[src/rtl/clock_gate_map.vh]
`ifndef CLOCK_GATE_MAP_VH
`define CLOCK_GATE_MAP_VH

// ----------------------------------------
// Register offsets
// ----------------------------------------
`define STRENGTH_MODE_OFFSET 8'h0d
`define IDENT_OFFSET 8'h0e

// ----------------------------------------
// Field positions and reset values
// ----------------------------------------
`define STRENGTH_MSB 7
`define STRENGTH_LSB 5
`define WIRELESS_BIT 0
`define IDENT_MSB 4
`define IDENT_LSB 0
`define STRENGTH_NORMAL 3'h5
`define STRENGTH_WIRELESS 3'h7
`define STRENGTH_MODE_RESET 8'ha0
`define IDENT_RESERVED 3'h5
`define IDENT_RESET 5'h00

// ----------------------------------------
// Timing
// ----------------------------------------
`define CLK_MHZ 50
`define PU_LATENCY_US 1800
`define PU_LATENCY_CYCLES (`PU_LATENCY_US * `CLK_MHZ)
`define DIFF_HIGH_US 300
`define DIFF_HIGH_CYCLES (`DIFF_HIGH_US * `CLK_MHZ)
`define PD_HOLD_CYCLES 4

// ----------------------------------------
// Differential drive modes
// ----------------------------------------
`define DMODE_RUN 2'h0
`define DMODE_HIGH 2'h1
`define DMODE_LOW 2'h2

`endif

[src/rtl/sync_two_stage.v]
`timescale 1ns/1ns
// ----------------------------------------
// Two flop synchroniser, per bit
// ----------------------------------------
module sync_two_stage #(
    parameter WIDTH = 1,
    parameter [WIDTH-1:0] RESET_VALUE = {WIDTH{1'b0}}
) (
    // Clock and reset
    input wire clk,
    input wire rst,
    // Data
    input wire [WIDTH-1:0] async_in,
    output reg [WIDTH-1:0] sync_out
);
    reg [WIDTH-1:0] meta; // First stage, read only by second stage

    // Both stages reset to a constant
    always @(posedge clk or posedge rst) begin
        if (rst) begin
            meta <= RESET_VALUE;
            sync_out <= RESET_VALUE;
        end else begin
            meta <= async_in;
            sync_out <= meta;
        end
    end
endmodule

[src/rtl/clock_output_gating_power_down.v]
// Notes on behaviour
// RL1: Mode register bits 7:5 hold free PCI strength
// RL2: Wireless bit forces slew fields 111, else 101
// RL3: Identifier register bits 4:0 read zero at start
// RL4: Stops park stoppable outputs per type
// RL5: Clock request and disable drive outputs low; request lowers only stoppable non-CPU pairs, not single-ended
// RL6: Power down: single-ended low or hi-z, diff low then hi-z
// RL7: Shared pin is power good, then power down
// RL8: Power down pin synchronised internally
// RL9: Clocks held low before oscillators turn off
// RL10: Two samples, then held low at falling edge
// RL11: Platform asserts power down within 10 us
// RL12: Stable clocks within 1.8 ms of wake
// RL13: Three-stated diff outputs driven high on wake
// RL14: Outputs enable within few cycles after lock
// RL15: Reserved bits read reset values, no effect
// RL16: Free-run bit 0 free, 1 stoppable
// RL17: CPU stop parks true high, complement low
`timescale 1ns/1ns
`include "clock_gate_map.vh"

module clock_output_gating_power_down #(
    parameter N_SE = 2, // Single-ended outputs
    parameter N_DIFF = 2, // Differential pairs
    parameter [N_DIFF-1:0] DIFF_IS_CPU = 2'h1, // Pairs on CPU stop, others on PCI stop
    parameter PU_CYCLES = `PU_LATENCY_CYCLES, // Lock wait limit
    parameter DIFF_HIGH_LIMIT = `DIFF_HIGH_CYCLES // Upper bound of wake high drive
) (
    // Clock and reset
    input wire clk,
    input wire rst,
    // Platform pins, asynchronous
    input wire power_good_in, // Shared pin, later power_down_n
    input wire cpu_clock_stop_n,
    input wire pci_clock_stop_n,
    input wire clock_request_n,
    input wire strap_present,
    // Synthesiser side, same clock
    input wire pll_locked,
    input wire [N_SE-1:0] se_phase,
    input wire [N_DIFF-1:0] diff_phase,
    input wire [4:0] fuse_id,
    input wire otp_valid,
    // Per-output configuration from other bytes
    input wire [N_SE-1:0] se_enable,
    input wire [N_SE-1:0] se_stoppable,
    input wire [N_DIFF-1:0] diff_enable,
    input wire [N_DIFF-1:0] diff_stoppable,
    // Register port
    input wire [7:0] reg_addr,
    input wire reg_wr_en,
    input wire [7:0] reg_wr_data,
    input wire reg_rd_en,
    output reg [7:0] reg_rd_data,
    // Buffer configuration
    output reg [2:0] free_pci_strength,
    output reg [2:0] se_slew_code,
    // Clock outputs
    output reg [N_SE-1:0] se_clk,
    output reg [N_SE-1:0] se_oe,
    output reg [N_DIFF-1:0] diff_true,
    output reg [N_DIFF-1:0] diff_comp,
    output reg [N_DIFF-1:0] diff_oe,
    // Analog control
    output reg osc_enable,
    output reg pll_power_up
);
    // ----------------------------------------
    // States
    // ----------------------------------------
    localparam [2:0] S_WAIT_PG = 3'h0; // Pin still means power good
    localparam [2:0] S_LOCK = 3'h1; // PLL starting
    localparam [2:0] S_RUN = 3'h2; // Normal running
    localparam [2:0] S_DRAIN = 3'h3; // Holding clocks low
    localparam [2:0] S_OFF = 3'h4; // Oscillators off
    localparam [2:0] S_WAKE = 3'h5; // Diff pairs driven high

    // ----------------------------------------
    // Pin synchronisation
    // ----------------------------------------
    wire [4:0] pins_sync; // pd pin, cpu stop, pci stop, request, strap
    wire pin_high = pins_sync[0];
    wire cpu_stop = ~pins_sync[1];
    wire pci_stop = ~pins_sync[2];
    wire clk_req = ~pins_sync[3];
    wire strap_sync = pins_sync[4];

    // Stops default inactive so outputs are not parked at release
    sync_two_stage #(
        .WIDTH(5),
        .RESET_VALUE(5'h0e)
    ) u_pin_sync (
        .clk(clk),
        .rst(rst),
        .async_in({strap_present, clock_request_n, pci_clock_stop_n, cpu_clock_stop_n, power_good_in}),
        .sync_out(pins_sync)
    ); // RL8

    // ----------------------------------------
    // Registers
    // ----------------------------------------
    reg wireless_mode; // Mode register bit 0
    reg [4:0] ident; // Identifier register bits 4:0
    reg strap_latched; // Strap caught after release

    // Mode write that changes the mode reloads the strength field with the mode default
    always @(posedge clk or posedge rst) begin
        if (rst) begin
            free_pci_strength <= `STRENGTH_NORMAL;
            wireless_mode <= 1'b0;
            se_slew_code <= `STRENGTH_NORMAL;
            ident <= `IDENT_RESET; // RL3
        end else begin
            if (reg_wr_en && reg_addr == `STRENGTH_MODE_OFFSET) begin
                wireless_mode <= reg_wr_data[`WIRELESS_BIT];
                if (reg_wr_data[`WIRELESS_BIT] != wireless_mode) begin
                    // Mode change wins over the written code
                    free_pci_strength <= reg_wr_data[`WIRELESS_BIT] ? `STRENGTH_WIRELESS : `STRENGTH_NORMAL; // RL2
                    se_slew_code <= reg_wr_data[`WIRELESS_BIT] ? `STRENGTH_WIRELESS : `STRENGTH_NORMAL; // RL2
                end else begin
                    free_pci_strength <= reg_wr_data[`STRENGTH_MSB:`STRENGTH_LSB]; // RL1
                end
            end
            // Identifier is read only to software
            if (otp_valid) begin
                ident <= fuse_id; // RL3
            end
        end
    end

    // Registered read data, unmapped reads zero
    always @(posedge clk or posedge rst) begin
        if (rst) begin
            reg_rd_data <= 8'h00;
        end else if (reg_rd_en) begin
            case (reg_addr)
                `STRENGTH_MODE_OFFSET: begin
                    reg_rd_data <= {free_pci_strength, 4'h0, wireless_mode}; // RL15
                end
                `IDENT_OFFSET: begin
                    reg_rd_data <= {`IDENT_RESERVED, ident}; // RL15
                end
                default: begin
                    reg_rd_data <= 8'h00;
                end
            endcase
        end
    end

    // ----------------------------------------
    // Power sequencing
    // ----------------------------------------
    reg [2:0] state;
    reg [2:0] next_state;
    reg [31:0] count; // Lock wait and hold counter
    wire [N_SE-1:0] se_held; // Per output held low
    wire all_held = &se_held;

    // Next state; the pin only counts as power down once seen high
    always @* begin
        next_state = state;
        case (state)
            S_WAIT_PG: begin
                if (pin_high) begin
                    next_state = S_LOCK; // RL7
                end
            end
            S_LOCK: begin
                if (!pin_high) begin
                    next_state = S_DRAIN; // RL11
                end else if (pll_locked || count == PU_CYCLES - 1) begin
                    next_state = S_RUN; // RL12
                end
            end
            S_RUN: begin
                if (!pin_high) begin
                    next_state = S_DRAIN; // RL7
                end
            end
            S_DRAIN: begin
                // Clocks must be parked before the oscillators go
                if (all_held && count >= `PD_HOLD_CYCLES) begin
                    next_state = S_OFF; // RL9
                end
            end
            S_OFF: begin
                if (pin_high) begin
                    next_state = S_WAKE; // RL13
                end
            end
            S_WAKE: begin
                next_state = S_LOCK;
            end
            default: begin
                next_state = S_WAIT_PG;
            end
        endcase
    end

    // State, counter, analog enables and strap capture
    always @(posedge clk or posedge rst) begin
        if (rst) begin
            state <= S_WAIT_PG;
            count <= 32'h0;
            osc_enable <= 1'b1;
            pll_power_up <= 1'b0;
            strap_latched <= 1'b0;
        end else begin
            state <= next_state;
            count <= (next_state != state) ? 32'h0 : count + 32'h1;
            osc_enable <= (next_state != S_OFF); // RL9
            pll_power_up <= (next_state == S_LOCK) || (next_state == S_RUN); // RL12
            if (state == S_WAIT_PG) begin
                strap_latched <= strap_sync;
            end
        end
    end

    wire run_en = (state == S_RUN); // RL14
    wire pd_hold = (state == S_DRAIN) || (state == S_OFF) || (state == S_WAKE);

    // ----------------------------------------
    // Single-ended outputs
    // ----------------------------------------
    genvar i;
    generate
        for (i = 0; i < N_SE; i = i + 1) begin : g_se
            reg held;
            // Low request: not running, powering down, disabled or PCI stop
            wire want_low = ~run_en | ~se_enable[i] | (pci_stop & se_stoppable[i]); // RL4
            // Gating changes only while the phase is low, no runt pulses
            wire next_held = se_phase[i] ? held : want_low; // RL10
            assign se_held[i] = held;
            always @(posedge clk or posedge rst) begin
                if (rst) begin
                    held <= 1'b1;
                    se_clk[i] <= 1'b0;
                    se_oe[i] <= 1'b1;
                end else begin
                    held <= next_held; // RL14
                    se_clk[i] <= se_phase[i] & ~next_held; // RL5
                    // Strapped parts float their pins when off
                    se_oe[i] <= ~((next_state == S_OFF) & strap_latched); // RL6
                end
            end
        end
    endgenerate

    // ----------------------------------------
    // Differential outputs
    // ----------------------------------------
    genvar j;
    generate
        for (j = 0; j < N_DIFF; j = j + 1) begin : g_diff
            reg [1:0] mode;
            reg [1:0] want;
            wire stop_hit = DIFF_IS_CPU[j] ? cpu_stop : pci_stop;
            // Priority: off or disabled, then request, then stop
            always @* begin
                if (~run_en || ~diff_enable[j]) begin
                    want = `DMODE_LOW; // RL5
                end else if (clk_req && !DIFF_IS_CPU[j] && diff_stoppable[j]) begin
                    want = `DMODE_LOW; // RL5
                end else if (stop_hit && diff_stoppable[j]) begin
                    want = `DMODE_HIGH; // RL17
                end else begin
                    want = `DMODE_RUN; // RL16
                end
            end
            always @(posedge clk or posedge rst) begin
                if (rst) begin
                    mode <= `DMODE_LOW;
                    diff_true[j] <= 1'b0;
                    diff_comp[j] <= 1'b0;
                    diff_oe[j] <= 1'b1;
                end else begin
                    if (pd_hold) begin
                        // Power down parks both legs at once
                        mode <= `DMODE_LOW; // RL6
                    end else if (want == `DMODE_HIGH ? diff_phase[j] : ~diff_phase[j]) begin
                        // Move only where the true leg already matches
                        mode <= want; // RL4
                    end
                    if (next_state == S_WAKE) begin
                        diff_true[j] <= 1'b1; // RL13
                        diff_comp[j] <= 1'b0;
                    end else begin
                        diff_true[j] <= (mode == `DMODE_RUN) ? diff_phase[j] : (mode == `DMODE_HIGH);
                        diff_comp[j] <= (mode == `DMODE_RUN) & ~diff_phase[j];
                    end
                    diff_oe[j] <= (next_state != S_OFF); // RL6
                end
            end
        end
    endgenerate
endmodule

[config.mk]
export PLATFORM = sky130hd
export DESIGN_NAME = clock_output_gating_power_down
export DESIGN_NICKNAME = d
export VERILOG_FILES = /design/src/rtl/sync_two_stage.v /design/src/rtl/clock_output_gating_power_down.v
export VERILOG_INCLUDE_DIRS = /design/src /design/src/rtl
export SDC_FILE = /design/constraint.sdc
export NUM_CORES = 1
export LEC_CHECK = 0
export BUFFER_PORTS_ARGS = -buffer_cell sky130_fd_sc_hd__buf_2
export CAP_MARGIN = 20
export CORE_MARGIN = 3
export CORE_UTILIZATION = 45
export CTS_CLUSTER_SIZE = 30
export DETAILED_ROUTE_END_ITERATION = 10
export PLACE_DENSITY = 0.67
export SETUP_SLACK_MARGIN = 0.4
export SLEW_MARGIN = 5
export SYNTH_ARGS = -nofsm -noshare
export SYNTH_HDL_FRONTEND = slang
export SYNTH_SLANG_ARGS = --single-unit
[constraint.sdc]
create_clock -name clk -period 6.2 [get_ports clk]
set_input_delay 0.93 -clock clk [delete_from_list [all_inputs] [get_ports clk]]
set_output_delay 0.93 -clock clk [all_outputs]
set_load 0.005 [all_outputs]
**After elaboration in Yosys (flattened, before gate mapping)**

Cells that the tools add are included.

- Logic and storage cells: 116
- Input port bits: 44
- Flip-flop bits (word level): 81

- Order comparisons: 1
- Bitwise logic cells: 24
- $add $sub $neg: 1
- Reductions and logical operators: 18
- Multiplexer cells: 30
- Equality and inequality tests: 19

Operators by type and width:

| kind | number |
|---|---|
| adder 32 x 1 -> 32 bit, second input constant | 1 |
| equality test 32 x 17 -> 1 bit, second input constant | 1 |
| greater-or-equal comparator 32 x 3 -> 1 bit, second input constant | 1 |
| two-way mux 32 bit | 1 |
| two-way mux 3 bit | 7 |
| case mux 3 bit (6 select lines) | 1 |
| equality test 8 x 4 -> 1 bit, second input constant | 2 |
| two-way mux 2 bit | 8 |
| case mux 8 bit (2 select lines) | 1 |
| inverter 1 bit | 13 |
| equality test 3 bit, second input constant | 4 |
| two-way mux 1 bit | 12 |
| equality test 3 x 2 -> 1 bit, second input constant | 3 |
| equality test 2 x 1 -> 1 bit, second input constant | 4 |
| bitwise AND 1 bit | 7 |
| equality test 3 x 1 -> 1 bit, second input constant | 2 |
| logical OR 1 bit | 6 |
| logical AND 1 bit | 5 |
| zero test 2 bit | 2 |
| OR 1 bit | 4 |
| AND reduction 2 bit | 2 |
| nonzero test 2 bit | 2 |
| zero test 3 bit | 1 |
| != test 3 bit | 1 |
| 2 further kinds | 2 |

**Longest topological paths before layout**

Gate-level depths: netlist (run 1).

- Depth after elaboration: 9
- Depth in mapped cells: 7
- Gate-level depth less buffers: 6

**By module**

From an unflattened synthesis (run 1), not the netlist that was laid out.

- Cells, all modules: 353
- Area, all modules: 3674.8 um2

By module, submodules not included:

| module | cells an instance | sequential area each (um2) | area each (um2) | times used |
|---|---|---|---|---|
| clock_output_gating_power_down | 342 | 1736.7 | 3413.3 | 1 |
| sync_two_stage | 11 | 257.7 | 261.5 | 1 |

**Least setup slack after synthesis (run 1)**

Ideal clock, no wire load.

- Path type: input-to-reg
- From: in reg_addr[5]
- To: reg free_pci_strength[1]
- Stages: 3
- Setup slack: 4180 ps
- Data arrival time: 1895 ps
- Library setup time: 125 ps
- Path through: nor4_1 nand4_1 mux2_2

- Longest elaborated chain between the ends: 2

RTL lines:

| item | line | text |
|---|---|---|
| start, declared | clock_output_gating_power_down.v:50 | `input wire [7:0] reg_addr,` |
| equality test 8 x 4 -> 1 bit | n/a |  |
| logical AND 1 bit (no line) | n/a |  |
| end signal, assigned | clock_output_gating_power_down.v:109 | `` free_pci_strength <= `STRENGTH_NORMAL; `` |
| end signal, assigned | clock_output_gating_power_down.v:118 | `` free_pci_strength <= reg_wr_data[`WIRELESS_BIT] ? `STRENGTH_WIRELESS : `STRENGTH_NORMAL; `` |
| end signal, assigned | clock_output_gating_power_down.v:121 | `` free_pci_strength <= reg_wr_data[`STRENGTH_MSB:`STRENGTH_LSB]; `` |
| end, declared | clock_output_gating_power_down.v:56 | `output reg [2:0] free_pci_strength,` |

Every way passes these cells.
A chain may end at the register's enable or synchronous reset.

**Final worst setup path (run 1)**

- From: reg count[0]
- To: reg count[26]

- Longest elaborated chain between the ends: 7
- Elaborated cells on any way between the ends: 11

RTL lines:

| item | line | text |
|---|---|---|
| start, declared | clock_output_gating_power_down.v:155 | `reg [31:0] count;` |
| start signal, assigned | clock_output_gating_power_down.v:210 | `count <= (next_state != state) ? 32'h0 : count + 32'h1;` |
| branches (longest 6 deep; another with greater-or-equal comparator 32 x 3 -> 1 bit) | n/a |  |
| two-way mux 32 bit * | clock_output_gating_power_down.v:210 |  |

Every way passes the cells marked *.

==> reports/metrics.yaml, run 1 <==
global_route:
  antenna_found_initial: 0
  grt_max_degree: 80
  globalRouteTotalUtil: 0.1682
  grt-ovfl-total: 0
  grt_pass1_wl_um: 12060
  grt_pass1_vias: 2680
worst_setup_path:
  timing.rr.start: "count[0]"
  cp.arrival_ps: 2290
  end_kind: "register"
  start_kind: "register"
  worstSetupStartpoint: "count[0]"
  required_ps: 6420
  crit_slowest_cell: "nor4_1"
  crit_type: "register to register"
  cp_cell_sequence: "ha_1 -> and3_1 -> nand3_1 -> nor4_1 -> xnor2_1 -> nor2_1"
  crit_fanout: 12
  reg2reg_slack_ps: 4130
  slowest_delay_ps: 450
  r2r_cells: 6
die:
  die_w_um: 96.00
  ioPinCount: 70
  design.core.area_um2: 7807
  start_util: 0.4668
  dieArea_um2: 9215
  rows: 32
  die_h_um: 96.00
clocking:
  cts-root-buf: "clkbuf_8"
  post_cts_buffers: 0
  holdBufCountCts: 0
  numCtsBuffers: 9
  cts_resized: 0
  clk_latency_ps: 350
  clk_path_buf_depth: 2
  clock-sinks: 79
  cts_tree: "built"
  h-tree-depth: 3
  clkTransAtPathRegs_ps: 80
yosys:
  synth_fa_ha_area_frac: 0.009612
  synthTopCellsByCount: "dfrtp_1 (65), nor2_1 (53), xnor2_1 (24)"
  yosys.area.top_type: "dfrtp_1"
  synth_edf_count: 0
  synth_top_area_share: 0.4463
  synth_mux_area_frac: 0.02437
  synth.most_common_cell: "dfrtp_1"
  yosys.area_share.xor_xnor: 0.07209
  yosysWarnings: 0
  syn_inst: 362
  synth-compound-area-share: 0.07346
  synth_top_family_by_area: "simple AND/OR/NAND/NOR gates"
  async_flop_share: 1.000
  ys_top_cells_by_area: "dfrtp_1 (45%), dfstp_2 (10%), xnor2_1 (5.8%), nor2_1 (5.5%), nor4_1 (3.3%)"
  synth-seq-area-share: 0.5472
  synth_seq_cells: 79
  syn_area_um2: 3645
  ys.flop_type: "dfrtp_1"
  synthSimpleGateAreaFrac: 0.2259
  ys_types: 49
  syn_avg_cell_area_um2: 10.07
pwr:
  ir_drop_v: 0.0001520
  power.density_nw_per_um2: 297.2
  total_power_w: 0.001251
  leakagePower_nw: 1.840
detailed_routing:
  via_per_inst: 5.197
  wl_per_cell_um: 13.08
  dr.pass1.iters: 4
  dr.first_iter.drc_count: 158
  drc_errors: 0
  ant_nets: 0
  wl_um: 6905
  vias: 2744
timing:
  min_period_ps: 2074
  fin_worst_skew_ps: 11.93
  setup_viol: 0
  hold_violations: 0
  rsz0062_at_grt: "no"
  max_freq_ghz: 0.4821
  maxSlewHeadroom: 0.3604
  period_share: 0.3346
  tightestPinTransition_ps: 959.4
  fin_tns_setup_ps: 0
  hold_slack_ps: 359.1
  slew_violations: 0
cells_and_area:
  diodes: 0
  layout.cells.non_filler: 528
  drive_gt1_frac: 0.2535
  area_delta_synth_final_pct: 15.52
  nets: 467
job:
  maxCapViolations: 0
placed_design:
  portBuffers: 63
  place.gp.congestion: 0.8225
  place_inst: 512
  hpwlAfterDp_um: 4841
outcome:
  status: "finished, final reports clean"
worst_hold_path:
  min_path_cells: 0
  worstHoldPathType: "register to register"
  hold_start: "u_pin_sync.meta[4]"
[registers in the layout, summed over array words and instances, names as in the netlist, 2 cells and up, named ones only]
signal and flops:
u_pin_sync.meta 5, g_diff.mode 4, state 3, diff_comp 2
free_pci_strength 3, ident 5, se_clk 2, reg_rd_data 8
diff_true 2, count 32, u_pin_sync.sync_out 5
[cell usage in the layout, fill, tap and decap left out, drive strengths merged, types with 6 or more instances in the layout]
cell type and instances:
nor2 53, nand2 24, nor3 9, nand4 6, nor4 19, xor2 6, dfrtp 65, o21ai 15
a21oi 10, and4 9, clkbuf 9, xnor2 24, nand3 17, dfstp 14, buf 65, inv 22
mux2 7
[cell type report]
type                            instances  area, um2
Fill cell                             712       3597
Sequential cell                        79       1994
Multi-Input combinational cell        247       1485
Timing Repair Buffer                   65      330.3
Tap cell                              102      127.6
Clock buffer                            9      123.9
Clock inverter                          7      77.57
Inverter                               19      71.32
[critical path: cells and delay by family, from the launching register on]
kind / cells / cell delay (ps)
and+or+nand+nor: 4 / 1170
DFF: 1 / 410
adders and majority gates: 1 / 200
xor gates and xnor gates: 1 / 160
[metrics by stage]
stage	utilization	area, um2	setup slack [ps]
2_1_floorplan	-	3649	3270
3_3_place_gp	0.5135	4009	3955
3_5_place_dp	0.5135	4009	3897
4_1_cts	0.5393	4210	4132
5_1_grt	0.5393	4210	3865
6_report	0.5393	4210	4126
[per-layer routing]
layer | vias to the layer above | wire (um) | track usage
li1 | 1360 | - | -
met1 | 1304 | 3232 | 0.2294
met2 | 72 | 3201 | 0.2599
met3 | 8 | 381 | 0.04222
met4 | 0 | 89 | 0.06043
met5 | - | 0 | 0
[power breakdown]
group | switching (W) | total [W] | internal (W)
Sequential | 0.0000457 | 0.000618 | 0.000573
Combinational | 0.000152 | 0.000246 | 0.0000933
Clock | 0.000197 | 0.000387 | 0.000190
Total | 0.000395 | 0.00125 | 0.000856
[cell families (layout without fill, tap and decap cells)]
group | Yosys count | after routing
compound gates | 43 | 43
xor+xnor | 30 | 30
fa+ha+maj | 3 | 3
buf+inv | 37 | 100
flops | 79 | 79
mux | 8 | 8
other cells | 1 | 2
simple gates | 161 | 161
[worst paths after layout]
path / end
max reg2reg: count[26]
min in group asynchronous: ident[2]
max in group asynchronous: state[0]
min: u_pin_sync.sync_out[4]
min reg2reg: u_pin_sync.sync_out[4]
max: count[26]
No activity file was read; power rests on OpenSTA's default activity.
==> run 2, diff against run 1 <==
==> constraint.sdc (replaced) <==
create_clock -name clk -period 2.1 [get_ports clk]
set_input_delay 0.315 -clock clk [delete_from_list [all_inputs] [get_ports clk]]
set_output_delay 0.315 -clock clk [all_outputs]
set_load 0.005 [all_outputs]
==> reports/metrics.yaml, run 2 (synthesis gave the netlist of run 1 again) <==
outcome:
  status: "finished, final reports clean"
clocking:
  h-tree-depth: 3  # unchanged
  clk_latency_ps: 350  # about the same
  cts-root-buf: "clkbuf_8"
  clk_path_buf_depth: 2  # unchanged
  clock-sinks: 79  # unchanged
  clkTransAtPathRegs_ps: 90  # about the same
  numCtsBuffers: 9  # unchanged
  cts_tree: "built"
detailed_routing:
  wl_per_cell_um: 14.33  # +9.6%
  vias: 2946  # +7.4%
  via_per_inst: 5.242  # +0.87%
  dr.first_iter.drc_count: 79  # -50%
  drc_errors: 0  # unchanged
  wl_um: 8054  # +17%
  ant_nets: 0  # unchanged
  dr.pass1.iters: 4  # unchanged
worst_setup_path:
  crit_type: "register to register"
  reg2reg_slack_ps: 250  # -3870 ps
  r2r_cells: 7  # +1
  end_kind: "register"
  start_kind: "register"
  cp.arrival_ps: 2120  # -170 ps
  r2r-end: "count[31]"
  timing.rr.start: "count[13]"
  crit_fanout: 16  # +4
  required_ps: 2380  # -4040 ps
placed_design:
  place_inst: 520  # +1.6%
  hpwlAfterDp_um: 5078  # +4.9%
  place.gp.congestion: 0.8691  # +5.7%
  portBuffers: 63  # unchanged
  dp_slack_ps: 223.1  # -3674 ps
timing:
  max_freq_ghz: 0.5415  # +12%
  rsz0062_at_grt: "yes"
  final.setup.worst_slack_ps: 253.3  # -3872 ps
  min_period_ps: 1847  # -227.7 ps
  fin_worst_skew_ps: 11.37  # -0.5574 ps
  fin_tns_setup_ps: 0  # unchanged
  setup_viol: 0  # unchanged
  period_share: 0.8794  # +0.5448
  slew_violations: 0  # unchanged
  hold_violations: 0  # unchanged
die:
  dieArea_um2: 9215  # unchanged
  rows: 32  # unchanged
  start_util: 0.4668  # unchanged
  ioPinCount: 70  # unchanged
  die_w_um: 96.00  # unchanged
  die_h_um: 96.00  # unchanged
  design.core.area_um2: 7807  # unchanged
cells_and_area:
  mostFrequentLayoutCell: "buf_2"
  drive_gt1_frac: 0.4000  # +0.1465
  nets: 501  # +7.3%
  top_regs: "count x32, reg_rd_data x8"
  fin_util: 0.6096  # +0.07035
  top_register: "count"
  fill_cells: 621  # -13%
  final_cell_mix: "buf_2 (63), dfrtp_1 (55), nor2_1 (37), buf_4 (30), xnor2_1 (24)"
  largest_register_ffs: 32  # unchanged
  layout.cells.non_filler: 562  # +6.4%
  area_delta_synth_final_pct: 30.59
  diodes: 0  # unchanged
pwr:
  power.density_nw_per_um2: 883.3  # +200%
  ir_drop_v: 0.0004020  # +160%
  leakagePower_nw: 2.023  # +10%
global_route:
  globalRouteTotalUtil: 0.1868  # +0.01856
  grt-ovfl-total: 0  # unchanged
  grt_max_degree: 40  # -50%
  antenna_found_initial: 0  # unchanged
  grt_pass1_wl_um: 13410  # +11%
  grt_pass1_vias: 2965  # +11%
worst_hold_path:
  hold_path_end: "u_pin_sync.meta[3]"
  min_path_cells: 1  # +1
  worstHoldPathType: "input port to register"
  hold_start: "clock_request_n"
job:
  maxCapViolations: 0  # unchanged
==> run 2: cell types whose count changed in the layout (fill, tap and decap cells not counted), sizes merged <==
| cell | change |
|---|---|
| bufinv | -1 |
| dlygate4sd3 | +1 |
| clkinvlp | +1 |
| buf | +33 |
| inv | -2 |
| clkinv | +2 |
==> run 2: report_power, final <==
| part | internal [W] | leakage [nW] | switching (W) | total [W] |
|---|---|---|---|---|
| Combinational | 0.000632 | 0.938 | 0.000716 | 0.00135 |
| Sequential | 0.00169 | 0.995 | 0.000132 | 0.00182 |
| Clock | 0.000441 | 0.0902 | 0.000593 | 0.00103 |
==> run 2: worst max-delay path by stage <==
stage,start,to,slack (ps),cells past startpoint
global route,count[13],count[31],140,7
floorplan,count[0],count[13],380,7
CTS,count[1],count[26],310,8
detailed placement,count[29],count[9],220,6
global placement,count[29],count[9],220,6
finish,count[13],count[31],250,7
==> run 2: area by class of cell <==
class	instances	area (um2)	area share
clock buffer	9	123.9	0.02603
clock inverter	7	56.30	0.01183
inverter	19	75.07	0.01577
multi-input combinational	247	1713	0.3599
sequential	79	2007	0.4217
tap	102	127.6	0.02681
timing repair buffer	99	656.9	0.1380
==> run 2: what timing repair did <==
item | 4_1_cts | 5_1_grt
hold buffers | 1 | 0
gates cloned | 2 | 0
endpoints found under the hold margin | 15 | 0
pin swaps | 22 | 4
setup buffers | 17 | 6
resized for setup | 49 | 11
endpoints found under the setup margin | 33 | 35
==> run 2: through the flow <==
step | total power [W] | hold slack (ps) | cell area, um2
after floorplan | 0.002406 | 319.5 | 3672
after global placement | 0.002675 | 336.2 | 4111
after detailed placement | 0.002695 | 335.6 | 4111
after CTS | 0.004212 | 33.65 | 4662
after global routing | 0.004448 | 33.73 | 4760
final | 0.004204 | 56.56 | 4760
==> run 2: per-layer routing <==
layer | up-vias | share of wire | GRT usage
met5 | - | 0 | 0
met4 | 0 | 0.013 | 0.05924
met3 | 10 | 0.049 | 0.04691
met2 | 86 | 0.50 | 0.3048
met1 | 1417 | 0.44 | 0.2437
li1 | 1433 | - | -
==> run 2: worst max-delay path, cell delays in order, from the launching register on <==
cell and delay (ps):
dfrtp_2 440, nor4_4 300, and4_1 290, a211o_1 180, o211ai_2 120, buf_4 180, buf_16 150, a21oi_1 130
